==> config.mk <==
export PLATFORM = sky130hd
export DESIGN_NAME = adc_ctl
export DESIGN_NICKNAME = d
export VERILOG_FILES = /design/src/rtl/adc_ctl_pkg.sv /design/src/rtl/result_formatter.sv /design/src/rtl/adc_ctl.sv
export SDC_FILE = /design/constraint.sdc
export NUM_CORES = 1
export LEC_CHECK = 0
export BUFFER_PORTS_ARGS = -buffer_cell sky130_fd_sc_hd__buf_2
export CAP_MARGIN = 20
export CORE_MARGIN = 5
export CORE_UTILIZATION = 45
export CTS_BUF_LIST = sky130_fd_sc_hd__clkbuf_4 sky130_fd_sc_hd__clkbuf_8
export DETAILED_ROUTE_END_ITERATION = 16
export PLACE_DENSITY = 0.79
export SETUP_SLACK_MARGIN = 0.15
export SLEW_MARGIN = 15
export SYNTH_ARGS = -nofsm -noshare
export SYNTH_HDL_FRONTEND = slang
export SYNTH_HIERARCHICAL = 1
export SYNTH_SLANG_ARGS = --single-unit
==> constraint.sdc <==
create_clock -name clk_in -period 1.8 [get_ports clk_in]
set_input_delay 0.09 -clock clk_in [delete_from_list [all_inputs] [get_ports clk_in]]
set_output_delay 0.09 -clock clk_in [all_outputs]
set_load 0.05 [all_outputs]
==> src/rtl/adc_ctl_pkg.sv <==
// Purpose: Shared constants for the converter control register block
// Assumes: APB slave, 32-bit data, 100 MHz clock
// Notes:   Offsets and field positions used by the control block
`default_nettype none
package adc_ctl_pkg;
   // Register map
   localparam logic [7:0]  CTRL_OFFSET    = 8'h00;
   localparam logic [7:0]  RESULT_OFFSET  = 8'h04;
   localparam logic [7:0]  TIMING_OFFSET  = 8'h08;
   localparam logic [31:0] CTRL_RESET     = 32'h0000_0000;
   localparam logic [31:0] CTRL_WMASK     = 32'h0000_A7F7;
   // Field positions in the control register
   localparam int ENABLE_BIT   = 15;
   localparam int IDLE_BIT     = 13;
   localparam int FORMAT_LSB   = 8;
   localparam int TRIG_LSB     = 5;
   localparam int STOPAUTO_BIT = 4;
   localparam int AUTO_BIT     = 2;
   localparam int SAMPLE_BIT   = 1;
   localparam int DONE_BIT     = 0;
   // Result formats
   localparam logic [2:0] FMT_INT16   = 3'h0;
   localparam logic [2:0] FMT_SINT16  = 3'h1;
   localparam logic [2:0] FMT_FRAC16  = 3'h2;
   localparam logic [2:0] FMT_SFRAC16 = 3'h3;
   localparam logic [2:0] FMT_INT32   = 3'h4;
   localparam logic [2:0] FMT_SINT32  = 3'h5;
   localparam logic [2:0] FMT_FRAC32  = 3'h6;
   localparam logic [2:0] FMT_SFRAC32 = 3'h7;
   // Trigger sources
   localparam logic [2:0] TRIG_MANUAL = 3'h0;
   localparam logic [2:0] TRIG_EXT0   = 3'h1;
   localparam logic [2:0] TRIG_TIMER3 = 3'h2;
   localparam logic [2:0] TRIG_CHARGE_TIME = 3'h3;
   localparam logic [2:0] TRIG_AUTO   = 3'h7;
   // Auto-convert sample time reset value (sample counter target)
   localparam logic [7:0] SAMPLE_TIME_RESET = 8'h10;
   // Converter state machine
   typedef enum logic [1:0] {
      ST_IDLE   = 2'b00,
      ST_SAMPLE = 2'b01,
      ST_CONV   = 2'b10
   } conv_state_t;
endpackage
`default_nettype wire

==> src/rtl/result_formatter.sv <==
// Purpose: Shapes a 10-bit conversion result into the selected output word
// Assumes: Raw result is an unsigned 10-bit code
// Notes:   Signed forms treat the raw code as offset binary around mid-scale
`timescale 1ns/1ps
`default_nettype none
module result_formatter
   import adc_ctl_pkg::*;
(
   input  wire logic [2:0]  format_in,
   input  wire logic [9:0]  raw_in,
   output logic      [31:0] word_out
);
   logic [9:0] signed_code;

   // Offset binary to two's complement by inverting the top bit
   assign signed_code = {~raw_in[9], raw_in[8:0]};

   // Format selection
   always_comb begin
      case (format_in)
         FMT_INT16:   word_out = {22'h0, raw_in};
         FMT_SINT16:  word_out = {16'h0, {6{signed_code[9]}}, signed_code};
         FMT_FRAC16:  word_out = {16'h0, raw_in, 6'h0};
         FMT_SFRAC16: word_out = {16'h0, signed_code, 6'h0};
         FMT_INT32:   word_out = {22'h0, raw_in};
         FMT_SINT32:  word_out = {{22{signed_code[9]}}, signed_code};
         FMT_FRAC32:  word_out = {raw_in, 22'h0};
         FMT_SFRAC32: word_out = {signed_code, 22'h0};
         default:     word_out = 32'h0000_0000;
      endcase
   end
endmodule
`default_nettype wire

==> src/rtl/adc_ctl.sv <==
// Purpose: Converter control register one with sample/convert sequencing
// Assumes: APB slave; converter core answers with a done pulse and result
// Notes:
// Notes on behaviour
// - Enable bit runs or stops the module
// - Stop-in-idle halts module during device idle
// - Format 000 gives right-aligned 16-bit integer
// - Format 010 gives left-aligned 16-bit fraction
// - Format 011 gives signed 16-bit fraction
// - Format 100 gives right-aligned 32-bit integer
// - Format 101 gives sign-extended 32-bit integer
// - Format 110 gives left-aligned 32-bit fraction
// - Format 111 gives signed 32-bit fraction
// - Source 111 uses internal counter; 100-110 reserved
// - Source 011 converts on charge-time unit event
// - Source 010 converts on timer 3 match
// - Source 001 converts on external interrupt edge
// - Source 000 converts when software clears sampling
// - Auto sampling sets sampling flag by hardware
// - Nonzero source clears sampling flag on trigger
// - Done flag set when conversion finishes
// - Software clears done only; conversion undisturbed
// - Done flag cleared when new conversion begins
// - Unimplemented control bits read zero, ignore writes
//
// The implementer's own choices: the APB slave port and the address map.
`timescale 1ns/1ps
`default_nettype none
module adc_ctl
   import adc_ctl_pkg::*;
(
   input  wire logic        clk_in,
   input  wire logic        arst_n_in,
   // APB slave
   input  wire logic        psel_in,
   input  wire logic        penable_in,
   input  wire logic        pwrite_in,
   input  wire logic [7:0]  paddr_in,
   input  wire logic [31:0] pwdata_in,
   output logic      [31:0] prdata_out,
   output logic             pready_out,
   output logic             pslverr_out,
   // Device and trigger inputs
   input  wire logic        idle_in,
   input  wire logic        external_interrupt_zero_in,
   input  wire logic        timer3_match_in,
   input  wire logic        charge_time_measurement_unit_in,
   // Converter core
   input  wire logic        conv_done_in,
   input  wire logic [9:0]  conv_result_in,
   output logic             sample_out,
   output logic             conv_start_out,
   output logic             module_on_out
);
   // Control fields
   logic              enable;
   logic              stop_in_idle;
   logic [2:0]        result_format;
   logic [2:0]        trigger_source_select;
   logic              stop_auto_sample;
   logic              auto_sample_enable;
   logic              sampling_flag;
   logic              done_flag;
   logic [7:0]        sample_time;
   logic [7:0]        sample_count;
   logic [31:0]       result_word;
   logic [31:0]       next_result;
   logic              external_interrupt_zero_last;
   conv_state_t       state;
   logic              active;
   logic              wr_ctrl;
   logic              wr_timing;
   logic              sw_clear_sample;
   logic              sw_set_sample;
   logic              sw_clear_done;
   logic              trigger_hit;
   logic              start_conv;
   logic              conv_finish;
   logic [31:0]       ctrl_word;

   // Bus decode helper
   function automatic logic mapped(input logic [7:0] addr);
      mapped = (addr == CTRL_OFFSET) || (addr == RESULT_OFFSET) ||
               (addr == TIMING_OFFSET);
   endfunction

   // Running only when enabled and not parked by idle
   assign active = enable && !(stop_in_idle && idle_in);

   // Write strobes, taken in the access cycle
   assign wr_ctrl   = psel_in && penable_in && pwrite_in && (paddr_in == CTRL_OFFSET);
   assign wr_timing = psel_in && penable_in && pwrite_in && (paddr_in == TIMING_OFFSET);
   assign sw_clear_sample = wr_ctrl && sampling_flag && !pwdata_in[SAMPLE_BIT];
   assign sw_set_sample   = wr_ctrl && pwdata_in[SAMPLE_BIT];
   assign sw_clear_done   = wr_ctrl && !pwdata_in[DONE_BIT];

   // Trigger selection; reserved codes never fire
   always_comb begin
      case (trigger_source_select)
         TRIG_MANUAL: trigger_hit = sw_clear_sample;
         TRIG_EXT0:   trigger_hit = external_interrupt_zero_in &&
                                    !external_interrupt_zero_last;
         TRIG_TIMER3: trigger_hit = timer3_match_in;
         TRIG_CHARGE_TIME: trigger_hit = charge_time_measurement_unit_in;
         TRIG_AUTO:   trigger_hit = (sample_count == sample_time);
         default:     trigger_hit = 1'b0;
      endcase
   end

   assign start_conv  = active && (state == ST_SAMPLE) && trigger_hit;
   assign conv_finish = active && (state == ST_CONV) && conv_done_in;

   // Edge detect memory for the external interrupt input
   always_ff @(posedge clk_in or negedge arst_n_in) begin
      if (!arst_n_in) begin
         external_interrupt_zero_last <= 1'b0;
      end else begin
         external_interrupt_zero_last <= external_interrupt_zero_in;
      end
   end

   // Control fields written by software; reserved bits are never stored
   always_ff @(posedge clk_in or negedge arst_n_in) begin
      if (!arst_n_in) begin
         enable                <= 1'b0;
         stop_in_idle          <= 1'b0;
         result_format         <= 3'h0;
         trigger_source_select <= 3'h0;
         stop_auto_sample      <= 1'b0;
      end else if (wr_ctrl) begin
         enable                <= pwdata_in[ENABLE_BIT];
         stop_in_idle          <= pwdata_in[IDLE_BIT];
         result_format         <= pwdata_in[FORMAT_LSB +: 3];
         trigger_source_select <= pwdata_in[TRIG_LSB +: 3];
         stop_auto_sample      <= pwdata_in[STOPAUTO_BIT];
      end
   end

   // Auto sampling bit; hardware clear at end of conversion wins
   always_ff @(posedge clk_in or negedge arst_n_in) begin
      if (!arst_n_in) begin
         auto_sample_enable <= 1'b0;
      end else if (conv_finish && stop_auto_sample) begin
         auto_sample_enable <= 1'b0;
      end else if (wr_ctrl) begin
         auto_sample_enable <= pwdata_in[AUTO_BIT];
      end
   end

   // Sample/convert sequencer
   always_ff @(posedge clk_in or negedge arst_n_in) begin
      if (!arst_n_in) begin
         state <= ST_IDLE;
      end else if (!active) begin
         state <= ST_IDLE;
      end else begin
         case (state)
            ST_IDLE: begin
               if (auto_sample_enable || sw_set_sample) begin
                  state <= ST_SAMPLE;
               end
            end
            ST_SAMPLE: begin
               if (start_conv) begin
                  state <= ST_CONV;
               end
            end
            ST_CONV: begin
               if (conv_finish) begin
                  state <= (auto_sample_enable && !stop_auto_sample) ?
                           ST_SAMPLE : ST_IDLE;
               end
            end
            default: state <= ST_IDLE;
         endcase
      end
   end

   // Sampling flag mirrors the sequencer's sampling phase
   always_ff @(posedge clk_in or negedge arst_n_in) begin
      if (!arst_n_in) begin
         sampling_flag <= 1'b0;
      end else if (!active) begin
         sampling_flag <= 1'b0;
      end else if (start_conv) begin
         sampling_flag <= 1'b0;
      end else if (state == ST_IDLE && (auto_sample_enable || sw_set_sample)) begin
         sampling_flag <= 1'b1;
      end else if (conv_finish && auto_sample_enable && !stop_auto_sample) begin
         sampling_flag <= 1'b1;
      end
   end

   // Done flag: hardware set wins over a software clear in the same cycle
   always_ff @(posedge clk_in or negedge arst_n_in) begin
      if (!arst_n_in) begin
         done_flag <= 1'b0;
      end else if (conv_finish) begin
         done_flag <= 1'b1;
      end else if (start_conv || sw_clear_done) begin
         done_flag <= 1'b0;
      end
   end

   // Internal sample counter for auto-convert
   always_ff @(posedge clk_in or negedge arst_n_in) begin
      if (!arst_n_in) begin
         sample_count <= 8'h00;
      end else if (state != ST_SAMPLE || start_conv) begin
         sample_count <= 8'h00;
      end else if (sample_count != sample_time) begin
         sample_count <= sample_count + 8'h01;
      end
   end

   // Sample time for auto-convert, software programmable
   always_ff @(posedge clk_in or negedge arst_n_in) begin
      if (!arst_n_in) begin
         sample_time <= SAMPLE_TIME_RESET;
      end else if (wr_timing) begin
         sample_time <= pwdata_in[7:0];
      end
   end

   // Result shaping
   result_formatter u_fmt (
      .format_in (result_format),
      .raw_in    (conv_result_in),
      .word_out  (next_result)
   );

   // Result latched at end of conversion; format in force at that time
   always_ff @(posedge clk_in or negedge arst_n_in) begin
      if (!arst_n_in) begin
         result_word <= 32'h0000_0000;
      end else if (conv_finish) begin
         result_word <= next_result;
      end
   end

   // Control word as read; unimplemented bits forced low
   assign ctrl_word = {16'h0000, enable, 1'b0, stop_in_idle, 2'b00, result_format,
                       trigger_source_select, stop_auto_sample, 1'b0,
                       auto_sample_enable, sampling_flag, done_flag};

   // APB answer: no wait state, pready in the first access cycle
   always_ff @(posedge clk_in or negedge arst_n_in) begin
      if (!arst_n_in) begin
         pready_out  <= 1'b0;
         pslverr_out <= 1'b0;
         prdata_out  <= 32'h0000_0000;
      end else begin
         pready_out  <= psel_in && !penable_in;
         pslverr_out <= psel_in && !penable_in && !mapped(paddr_in);
         if (psel_in && !penable_in && !pwrite_in) begin
            case (paddr_in)
               CTRL_OFFSET:   prdata_out <= ctrl_word & CTRL_WMASK;
               RESULT_OFFSET: prdata_out <= result_word;
               TIMING_OFFSET: prdata_out <= {24'h0, sample_time};
               default:       prdata_out <= 32'h0000_0000;
            endcase
         end
      end
   end

   // Converter handshake outputs, registered
   always_ff @(posedge clk_in or negedge arst_n_in) begin
      if (!arst_n_in) begin
         sample_out     <= 1'b0;
         conv_start_out <= 1'b0;
         module_on_out  <= 1'b0;
      end else begin
         sample_out     <= active && (state == ST_SAMPLE) && !start_conv;
         conv_start_out <= start_conv;
         module_on_out  <= active;
      end
   end

   // Checks on flags and sequencing
   done_sets_a: assert property (
      @(posedge clk_in) disable iff (!arst_n_in)
      conv_finish |=> done_flag)
      else $error("done flag not set");
   done_clears_a: assert property (
      @(posedge clk_in) disable iff (!arst_n_in)
      (start_conv && !conv_finish) |=> !done_flag)
      else $error("done not cleared");
   clear_keeps_conv_a: assert property (
      @(posedge clk_in) disable iff (!arst_n_in)
      (active && state == ST_CONV && sw_clear_done && !conv_finish) |=> state == ST_CONV)
      else $error("clear disturbed conversion");
   trig_clears_a: assert property (
      @(posedge clk_in) disable iff (!arst_n_in)
      start_conv |=> !sampling_flag && conv_start_out)
      else $error("sample not ended");
   off_idle_a: assert property (
      @(posedge clk_in) disable iff (!arst_n_in)
      !enable |=> state == ST_IDLE)
      else $error("runs while off");
   off_outputs_a: assert property (
      @(posedge clk_in) disable iff (!arst_n_in)
      !active |=> !module_on_out && !sample_out && !conv_start_out)
      else $error("outputs live while stopped");
   idle_stop_a: assert property (
      @(posedge clk_in) disable iff (!arst_n_in)
      (stop_in_idle && idle_in) |=> !sampling_flag)
      else $error("runs in idle");
   reserved_src_a: assert property (
      @(posedge clk_in) disable iff (!arst_n_in)
      (trigger_source_select inside {3'h4, 3'h5, 3'h6}) |-> !start_conv)
      else $error("reserved source fired");
   auto_set_a: assert property (
      @(posedge clk_in) disable iff (!arst_n_in)
      (active && state == ST_IDLE && auto_sample_enable) |=> sampling_flag)
      else $error("auto sample not set");
   auto_restart_a: assert property (
      @(posedge clk_in) disable iff (!arst_n_in)
      (conv_finish && auto_sample_enable && !stop_auto_sample) |=> sampling_flag)
      else $error("no auto restart");
   stop_auto_a: assert property (
      @(posedge clk_in) disable iff (!arst_n_in)
      (conv_finish && stop_auto_sample) |=> !auto_sample_enable)
      else $error("auto not stopped");
   // Only a control read counts; prdata keeps older data on writes
   resv_zero_a: assert property (
      @(posedge clk_in) disable iff (!arst_n_in)
      (pready_out && $past(psel_in && !penable_in && !pwrite_in && paddr_in == CTRL_OFFSET))
      |-> prdata_out[31:16] == 16'h0000)
      else $error("reserved bits set");
   // Result word shape per format, taken from the latched word
   int16_shape_a: assert property (
      @(posedge clk_in) disable iff (!arst_n_in)
      (conv_finish && result_format == FMT_INT16) |=> result_word[31:10] == 22'h00_0000)
      else $error("integer 16 upper bits set");
   frac16_shape_a: assert property (
      @(posedge clk_in) disable iff (!arst_n_in)
      (conv_finish && (result_format == FMT_FRAC16 || result_format == FMT_SFRAC16))
      |=> (result_word[31:16] == 16'h0000) && (result_word[5:0] == 6'h00))
      else $error("fraction 16 shape wrong");
   int32_shape_a: assert property (
      @(posedge clk_in) disable iff (!arst_n_in)
      (conv_finish && result_format == FMT_INT32) |=> result_word[31:10] == 22'h00_0000)
      else $error("integer 32 upper bits set");
   sext32_shape_a: assert property (
      @(posedge clk_in) disable iff (!arst_n_in)
      (conv_finish && result_format == FMT_SINT32) |=> result_word[31:10] == {22{result_word[9]}})
      else $error("sign not extended");
   frac32_shape_a: assert property (
      @(posedge clk_in) disable iff (!arst_n_in)
      (conv_finish && (result_format == FMT_FRAC32 || result_format == FMT_SFRAC32))
      |=> result_word[21:0] == 22'h00_0000)
      else $error("fraction 32 low bits set");
endmodule
`default_nettype wire

==> metrics.md, run 1 <==
| Metric | Value |
|---|---|
| Outcome | completed |
| R2R depth | 7 |
| Hold path cells | 2 |
| Clk slew on worst S/H paths | 100 ps |
| FP Rows | 37 |
| Deepest clock path buffer count | 2 |
| Largest net degree at the start of global routing | 90 |
| Relative slew slack | 0.579 |
| Ports | 97 |
| GRT Total Usage | 0.181 |
| Initial Util | 0.457 |
| Startpoint Class | flop |
| Via count of the first global-routing pass | 3825 |
| CP max stage cell | dfstp_2 |
| Final Util | 0.587 |
| Grt total ovfl | 0 |
| Via count | 3826 |
| Worst hold path class | in -> reg |
| Max Cap Viol | 0 |
| Die height | 112 um |
| Port-buffer cells | 77 |
| Core Region | 10200 um2 |
| Clock sinks | 100 |
| Share of cells above drive strength 1 | 0.332 |
| Critical path cell sequence | xor2_2 -> nor4_4 -> buf_4 -> nand3_2 -> nand3b_1 -> buf_6 -> nor2_1 |
| Initial antenna violation count | 0 |
| Slew Viols, Final | 0 |
| Ys flop type | dfrtp_1 |
| CTS tree | built |
| Area growth, synth to finish | 28.5% |
| Clk_lat worst skew | 370 ps |
| Least-Margin Pin Slew | 630 ps |
| Final setup vio count | 0 |
| Peak VDD IR | 572 uV |
| CTS buffer count | 9 |
| Design Area, Final | 6010 um2 |
| Worst Setup Path Type | reg -> reg |
| Fin crit period | 1720 ps |
| Sequential-to-total area share from yosys stat | 0.535 |
| Min-delay src | psel_in |
| Avg WL per Cell | 16.3 um |
| Fmax | 582 MHz |
| Net count, final | 637 |
| Yosys cell types | 48 |
| Asr flop ratio synth | 1.00 |
| Die area | 12500 um2 |
| LEAKAGE | 3.26 nW |
| Hold Vio Cnt, Final | 0 |
| CTS H-tree lvls | 3 |
| Crit end category | flop |
| WHS Endpoint | pready_out$_DFF_PN0_ |
| Worst EP required | 2050 ps |
| Antenna cells | 0 |
| 1st-iter DRT viols | 286 |
| First-pass GRT wire length | 18700 um |
| Yosys reg bits | 100 |
| DIE WIDTH | 112 um |
| Reg2reg setup slack | 80 ps |
| Cell family with most CP delay | flip-flops |
| Post-Synthesis Cells | 467 |
| R2R Path End | sample_count[5]$_DFFE_PN0P_ |
| P per Cell Area | 694 nW/um2 |
| Worst R2R Start | sample_time[4]$_DFFE_PN1P_ |
| RSZ-0062 raised after global routing | yes |
| Synthesized Nets | 528 |
| Total Wirelength | 11700 um |
| Skew final | 10.3 ps |
| Maximum fanout along the worst path | 8 |
| RD Place Congestion | 0.884 |
| CP arrival | 1970 ps |
| CP bufs+invs | 2 |
| Hpwl dp | 7900 um |
| CP peak stage delay | 600 ps |
| Number of vias per cell | 5.34 |
| Netlist Area Pre-Place | 4680 um2 |
| Yosys warns | 6 |
| Dpl cell area | 5260 um2 |
| Power Total | 4.17 mW |
| Period utilization | 0.955 |
| DRT antenna net count | 0 |
| EDFF count, synth | 0 |
| 1st-pass router iterations | 4 |
| Drt drc | 0 |
| Clk Tree Root Cell | clkbuf_8 |
| Syn avg cell area | 10.0 um2 |
| Worst setup startpoint | sample_time[4]$_DFFE_PN1P_ |
==> Yosys cell counts, types with 2 or more instances <==
library cell  count  area [um2]
a21oi_1          13        65.1
nor4_4            3        63.8
mux2i_1          13         130
and2_1            5        31.3
a21o_1            5        37.5
xor2_1            9        78.8
or3b_1            2        17.5
and3_1            3        18.8
nand4b_1          2        17.5
buf_4             5        37.5
nor2_1           12        45.0
a21boi_2          9         101
mux2_2            8        90.1
o21ai_0          16        80.1
nor3_1            3        15.0
xnor2_1           7        61.3
buf_2             7        35.0
nand3_1           3        15.0
inv_1             3        11.3
a22o_1           31         272
nand2b_1          3        18.8
clkbuf_1         14        52.6
nand2_1         152         571
buf_6             2        22.5
dfrtp_1          99        2480
and4b_1           2        20.0
nand4_1           4        25.0
nor2b_1          12        75.1
==> cells in the final DEF (no fill, tap or decap), types with 4 or more instances in the layout <==
cell type	netlist	final
clkbuf_8	0	10
nand2_4	0	12
nand4_1	4	4
dlygate4sd3_1	0	16
a22o_1	31	31
mux2_2	8	8
a21o_1	5	5
o21ai_0	16	14
buf_4	5	26
and2_1	5	5
nor2_1	12	12
nand2_1	152	123
nor2b_1	12	11
a21oi_1	13	10
mux2i_1	13	13
xnor2_1	7	7
nand2_2	1	18
buf_2	7	76
xor2_1	9	8
a21boi_2	9	9
dfrtp_1	99	99
==> cell type report <==
| cell class | count | area (um2) |
|---|---|---|
| Clock buffer | 10 | 138 |
| Clock inverter | 6 | 93.8 |
| Fill cell | 822 | 4220 |
| Inverter | 4 | 15.0 |
| Multi-Input combinational cell | 336 | 2230 |
| Sequential cell | 100 | 2500 |
| Tap cell | 136 | 170 |
| Timing Repair Buffer | 125 | 863 |
==> kinds of logic (layout without fill, tap and decap cells) <==
family	count (synthesis)	count (layout)	synth area share
buf+inv	32	145	0.0348
mux	21	21	0.0471
xor+xnor	16	16	0.0300
flops	100	100	0.535
fa+ha+maj	1	1	0.00268
simple gates	214	215	0.216
compound gates	83	83	0.134
==> per-layer routing <==
layer	part of all wire	track usage
met3	0.054	0.0315
met5	0	0
met4	0.022	0.0817
met2	0.49	0.287
met1	0.43	0.243
==> sequential cells by signal, summed over array words and instances (netlist names), 2 cells and up <==
signal	flops
result_format	3
prdata_out	32
state	2
trigger_source_select	3
sample_time	8
result_word	32
sample_count	8
==> where the power goes <==
group	switching (mW)	internal (mW)	total [mW]	leakage, nW
clock	0.793	0.836	1.63	0.119
combinational	0.161	0.117	0.278	1.75
sequential	0.00892	2.25	2.26	1.39
==> worst max path at each step <==
stage / endpoint / slack, ps / depth (start not counted)
2_1_floorplan: sample_count[0]$_DFFE_PN0P_ / 140 / 5
3_3_place_gp: sample_count[7]$_DFFE_PN0P_ / 40 / 5
3_5_place_dp: sample_count[5]$_DFFE_PN0P_ / 40 / 5
4_1_cts: state[1]$_DFFE_PN0P_ / 130 / 5
5_1_grt: sample_count[5]$_DFFE_PN0P_ / -9 / 7
6_report: sample_count[5]$_DFFE_PN0P_ / 80 / 7
==> per-stage QoR <==
stage          cells  setup TNS [ps]  setup WS (ps)  hold slack, ps
2_1_floorplan    467               0            144            -206
5_1_grt          717           -16.3          -8.79            40.8
6_report         717               0           81.0            30.7
4_1_cts          706               0            126            11.4
3_5_place_dp     671               0           41.0           -55.4
3_3_place_gp     671               0           38.0           -58.2
==> what timing repair did <==
| action | CTS | global route |
|---|---|---|
| resized for setup | 2 | 60 |
| hold buffers | 16 | 0 |
| setup endpoints to repair | 13 | 77 |
| buffers inserted | 3 | 8 |
| hold endpoints to repair | 117 | 0 |
| pin swaps | 7 | 34 |
| cloned | 0 | 3 |
Power figures use the tool's default switching activity.
==> run 2: changes to the inputs <==
- BUFFER_PORTS_ARGS: -buffer_cell sky130_fd_sc_hd__buf_2 -> -buffer_cell sky130_fd_sc_hd__buf_4
- PLACE_DENSITY: 0.79 -> 0.68
==> run 2 against run 1 <==
Sequential share of layout area fell by 1.6 points; non-clock buffer count did not move; core utilization rose by 2.5 points; worst hold slack got worse by 2.7 ps; via count fell by 1.8%; clock skew fell by 1.4 ps; critical endpoint is now sample_count[2]$_DFFE_PN0P_; highest routed layer unchanged.
==> metrics.md, run 2 (synthesized netlist as in run 1, its figures left out) <==
| Metric | Value |
|---|---|
| Maximum fanout along the worst path | 8 |
| Largest net degree at the start of global routing | 42 |
| Crit end category | flop |
| Period utilization | 0.933 |
| Design Area, Final | 6260 um2 |
| CTS tree | built |
| Fmax | 595 MHz |
| Ports | 97 |
| Top Registers | prdata_out: 32 flops, result_word: 32 flops |
| 1st-iter DRT viols | 186 |
| Leading cell type in the layout, fill and taps excluded | nand2_1 |
| 1st-pass router iterations | 4 |
| CP max stage cell | or3b_1 |
| Share of cells above drive strength 1 | 0.364 |
| Clk_lat worst skew | 360 ps |
| Initial antenna violation count | 0 |
| Die area | 12500 um2 |
| Via count | 3756 |
| Clk slew on worst S/H paths | 90 ps |
| Hpwl dp | 8000 um |
| CP peak stage delay | 380 ps |
| Most frequent cells in the layout | nand2_1 (115), buf_4 (99), dfrtp_1 (96) |
| Relative slew slack | 0.441 |
| Worst setup startpoint | external_interrupt_zero_last$_DFF_PN0_ |
| RD Place Congestion | 0.828 |
| P per Cell Area | 648 nW/um2 |
| Grt total ovfl | 0 |
| FP Rows | 37 |
| Clock sinks | 100 |
| DIE WIDTH | 112 um |
| Avg WL per Cell | 16.5 um |
| Number of vias per cell | 5.25 |
| Drt drc | 0 |
| Power Total | 4.06 mW |
| Port-buffer cells | 77 |
| Worst R2R Start | external_interrupt_zero_last$_DFF_PN0_ |
| Skew final | 8.92 ps |
| Min-delay src | penable_in |
| Peak VDD IR | 384 uV |
| Slew Viols, Final | 0 |
| Post-route setup TNS | 0 ps |
| CTS H-tree lvls | 3 |
| Worst EP required | 2060 ps |
| Antenna cells | 0 |
| Area growth, synth to finish | 33.9% |
| Max Cap Viol | 0 |
| RSZ-0062 raised after global routing | yes |
| DRT antenna net count | 0 |
| GRT Total Usage | 0.182 |
| LEAKAGE | 3.35 nW |
| Core Region | 10200 um2 |
| Worst Setup Path Type | reg -> reg |
| Fin crit period | 1680 ps |
| Least-Margin Pin Slew | 834 ps |
| CP arrival | 1940 ps |
| CTS buffer count | 9 |
| Final setup vio count | 0 |
| Hold Vio Cnt, Final | 0 |
| Critical path cell sequence | or3b_1 -> a311oi_2 -> a22oi_2 -> nand3b_1 -> buf_6 -> nor2_1 |
| Outcome | completed |
| Reg area | 2510 um2 |
| # fillers | 842 |
| Multi-input logic area | 2290 um2 |
| Net count, final | 636 |
| Worst hold path class | in -> reg |
| Worst hold slack | 28.0 ps |
| First-pass GRT wire length | 18400 um |
| Die height | 112 um |
| Total Wirelength | 11800 um |
| Reg2reg setup slack | 120 ps |
| Deepest clock path buffer count | 2 |
| Clk Tree Root Cell | clkbuf_8 |
| Startpoint Class | flop |
| Dpl cell area | 5450 um2 |
| Via count of the first global-routing pass | 3652 |
| Initial Util | 0.457 |
==> run 2: through the flow <==
step | util | setup slack [ps] | cells
5_1_grt | 0.612 | 36.8 | 716
6_report | 0.612 | 120 | 716
3_3_place_gp | 0.532 | 57.4 | 671
2_1_floorplan | - | 144 | 467
3_5_place_dp | 0.532 | 9.38 | 671
4_1_cts | 0.570 | 152 | 704
==> run 2: layout make-up <==
| class | instances | area share |
|---|---|---|
| inverters | 4 | 0.00320 |
| well taps | 136 | 0.0272 |
| repair buffers | 125 | 0.170 |
| flip-flops and latches | 100 | 0.400 |
| multi-input cells | 335 | 0.366 |
| clock buffers | 11 | 0.0232 |
| clock inverters | 5 | 0.00959 |
==> run 2: per-layer routing <==
layer / track usage / part of all wire / wire length (um)
met5: 0 / 0 / 0
met4: 0.0617 / 0.020 / 236
met3: 0.0440 / 0.061 / 726
met2: 0.279 / 0.47 / 5520
met1: 0.256 / 0.45 / 5330
==> run 2: final timing paths <==
| check | cells past startpoint | to |
|---|---|---|
| min in group asynchronous | 2 | external_interrupt_zero_last$_DFF_PN0_ |
| setup / recovery | 6 | sample_count[2]$_DFFE_PN0P_ |
| max in group asynchronous | 3 | auto_sample_enable$_DFFE_PN0P_ |
| hold reg to reg | 2 | result_word[26]$_DFFE_PN0P_ |
| setup reg to reg | 6 | sample_count[2]$_DFFE_PN0P_ |
| hold / removal | 3 | pslverr_out$_DFF_PN0_ |
==> run 2: worst max-delay path, delay by kind of cell (launching register included) <==
kind | cells | cell delay [ps]
AO/OA/AOI/OAI | 2 | 470
buffers and inverters | 1 | 170
flip-flops | 1 | 370
AND/OR/NAND/NOR | 3 | 560
==> run 2: report_power, final <==
group          leakage (nW)  switching [mW]  internal [mW]  total (mW)
clock                 0.103           0.786          0.702        1.49
combinational          1.86           0.165          0.144       0.309
sequential             1.38         0.00846           2.25        2.26
total                  3.35           0.959           3.10        4.06
==> run 2: repair_timing <==
action                                  CTS  global route
hold buffers                             16             0
cloned                                    0             3
endpoints found under the setup margin   12            44
endpoints found under the hold margin    44             0
setup buffers                             1             9
gates resized for setup                   2            90
pin swaps                                 1            50
==> run 3: changes to the inputs <==
- BUFFER_PORTS_ARGS: -buffer_cell sky130_fd_sc_hd__buf_4 -> -buffer_cell sky130_fd_sc_hd__buf_2
- SLEW_MARGIN: 15 -> unset
==> run 3 against run 2 <==
Core utilization decreased by 3.9 points; routed wire length decreased by 2.7%; critical endpoint is now sample_count[0]$_DFFE_PN0P_; first-iteration DRC count increased by 5.4%; flip-flop and latch count unchanged; critical path type unchanged.
==> metrics.md, run 3 (synthesized netlist as in run 1, its figures left out) <==
| Metric | Value |
|---|---|
| Port-buffer cells | 77 |
| Min-delay src | penable_in |
| First-pass GRT wire length | 18600 um |
| Clk_lat worst skew | 370 ps |
| WHS Endpoint | pslverr_out$_DFF_PN0_ |
| Number of vias per cell | 5.23 |
| Hpwl dp | 7950 um |
| R2R Path End | sample_count[0]$_DFFE_PN0P_ |
| Drt drc | 0 |
| Clk slew on worst S/H paths | 100 ps |
| 1st-pass router iterations | 4 |
| Via count | 3761 |
| Worst EP required | 2060 ps |
| Most frequent cells in the layout | nand2_1 (151), dfrtp_1 (95), buf_2 (76) |
| DIE WIDTH | 112 um |
| Clock sinks | 100 |
| Relative slew slack | 0.504 |
| Post-route setup TNS | 0 ps |
| Worst setup startpoint | sample_count[2]$_DFFE_PN0P_ |
| Gate power share | 0.073 |
| Maximum fanout along the worst path | 6 |
| Area growth, synth to finish | 25.4% |
| Antenna cells | 0 |
| Final setup vio count | 0 |
| Via count of the first global-routing pass | 3757 |
| 1st-iter DRT viols | 196 |
| Largest net degree at the start of global routing | 60 |
| Period utilization | 0.935 |
| CP arrival | 1950 ps |
| Slew Viols, Final | 0 |
| Share of cells above drive strength 1 | 0.298 |
| Final cell count without fillers | 719 |
| Top Registers | prdata_out: 32 flops, result_word: 32 flops |
| Hold Vio Cnt, Final | 0 |
| DRT antenna net count | 0 |
| RSZ-0062 raised after global routing | yes |
| Grt total ovfl | 0 |
| # fillers | 884 |
| LEAKAGE | 3.06 nW |
| Clk Tree Root Cell | clkbuf_8 |
| Worst Setup Path Type | reg -> reg |
| Sequential share of power | 0.570 |
| Least-Margin Pin Slew | 740 ps |
| Skew final | 10.5 ps |
| RD Place Congestion | 0.854 |
| CTS tree | built |
| Ports | 97 |
| Outcome | completed |
| Net switching power figure | 0.931 mW |
| Total Wirelength | 11500 um |
| Die height | 112 um |
| Avg WL per Cell | 16.0 um |
| Sw frac | 0.234 |
| Placed Cells | 675 |
| Net count, final | 639 |
| Leading cell type in the layout, fill and taps excluded | nand2_1 |
| Worst hold slack | 28.4 ps |
| Crit end category | flop |
| P per Cell Area | 677 nW/um2 |
| Startpoint Class | flop |
| Worst R2R Start | sample_count[2]$_DFFE_PN0P_ |
| GRT Total Usage | 0.181 |
| Fmax | 594 MHz |
| Peak VDD IR | 323 uV |
| Reg2reg setup slack | 120 ps |
| Max Cap Viol | 0 |
| R2R depth | 7 |
| Initial antenna violation count | 0 |
| Die area | 12500 um2 |
| Core Region | 10200 um2 |
| Clk pwr share | 0.357 |
| Deepest clock path buffer count | 2 |
| FP Rows | 37 |
| CTS buffer count | 9 |
| Hold path cells | 3 |
| CTS H-tree lvls | 3 |
| Internal Pwr Total | 3.04 mW |
| Initial Util | 0.457 |
| Worst hold path class | in -> reg |
| Fin crit period | 1680 ps |
==> run 3: area by class of cell <==
cell class,count,area [um2],area share
clock buffers,10,131,0.0224
clock inverters,6,65.1,0.0111
inverters,4,18.8,0.00320
multi-input cells,335,2110,0.359
flip-flops and latches,100,2510,0.428
well taps,136,170,0.0290
repair buffers,128,863,0.147
==> run 3: power by group through the flow <==
stage          registers [mW]  clock network (mW)  logic (mW)
2_1_floorplan            2.32                   0      0.0856
3_3_place_gp             2.31                   0       0.237
3_5_place_dp             2.31                   0       0.242
4_1_cts                  2.26                1.46       0.272
5_1_grt                  2.26                1.54       0.319
6_report                 2.26                1.42       0.291
==> run 3: per-stage QoR <==
stage / utilization / power (mW) / cell area [um2] / setup slack, ps
after global placement: 0.518 / 2.54 / 5300 / 102
after detailed placement: 0.518 / 2.55 / 5300 / 54.6
final: 0.573 / 3.97 / 5860 / 116
after CTS: 0.556 / 3.99 / 5680 / 130
after global routing: 0.573 / 4.13 / 5860 / 65.4
after floorplan: - / 2.40 / 4680 / 144
==> run 3: how the worst max path moves through the flow <==
stage | cells after the start | endpoint
floorplan | 5 | sample_count[0]$_DFFE_PN0P_
global placement | 5 | sampling_flag$_DFFE_PN0P_
CTS | 6 | sample_count[5]$_DFFE_PN0P_
finish | 7 | sample_count[0]$_DFFE_PN0P_
detailed placement | 6 | sample_count[5]$_DFFE_PN0P_
global route | 7 | sample_count[6]$_DFFE_PN0P_
==> run 3: worst max-delay path, stage by stage (launching register included) <==
cell	delay [ps]
dfrtp_2	460
xor2_1	180
nor4_4	380
buf_4	180
nand2_2	70
buf_6	120
xnor2_1	140
nor2_1	60
==> run 3: layer usage <==
metal,routed length (um),track usage,vias up
li1,-,-,1800
met1,5360,0.247,1852
met2,5380,0.287,95
met3,597,0.0364,14
met4,166,0.0673,0
met5,0,0,-
==> run 3: timing repair <==
item,4_1_cts,5_1_grt
hold endpoints to repair,118,0
setup endpoints to repair,11,44
resized for setup,4,26
gates cloned,0,0
buffers inserted,1,11
pin swaps,6,12
hold buffers,16,0
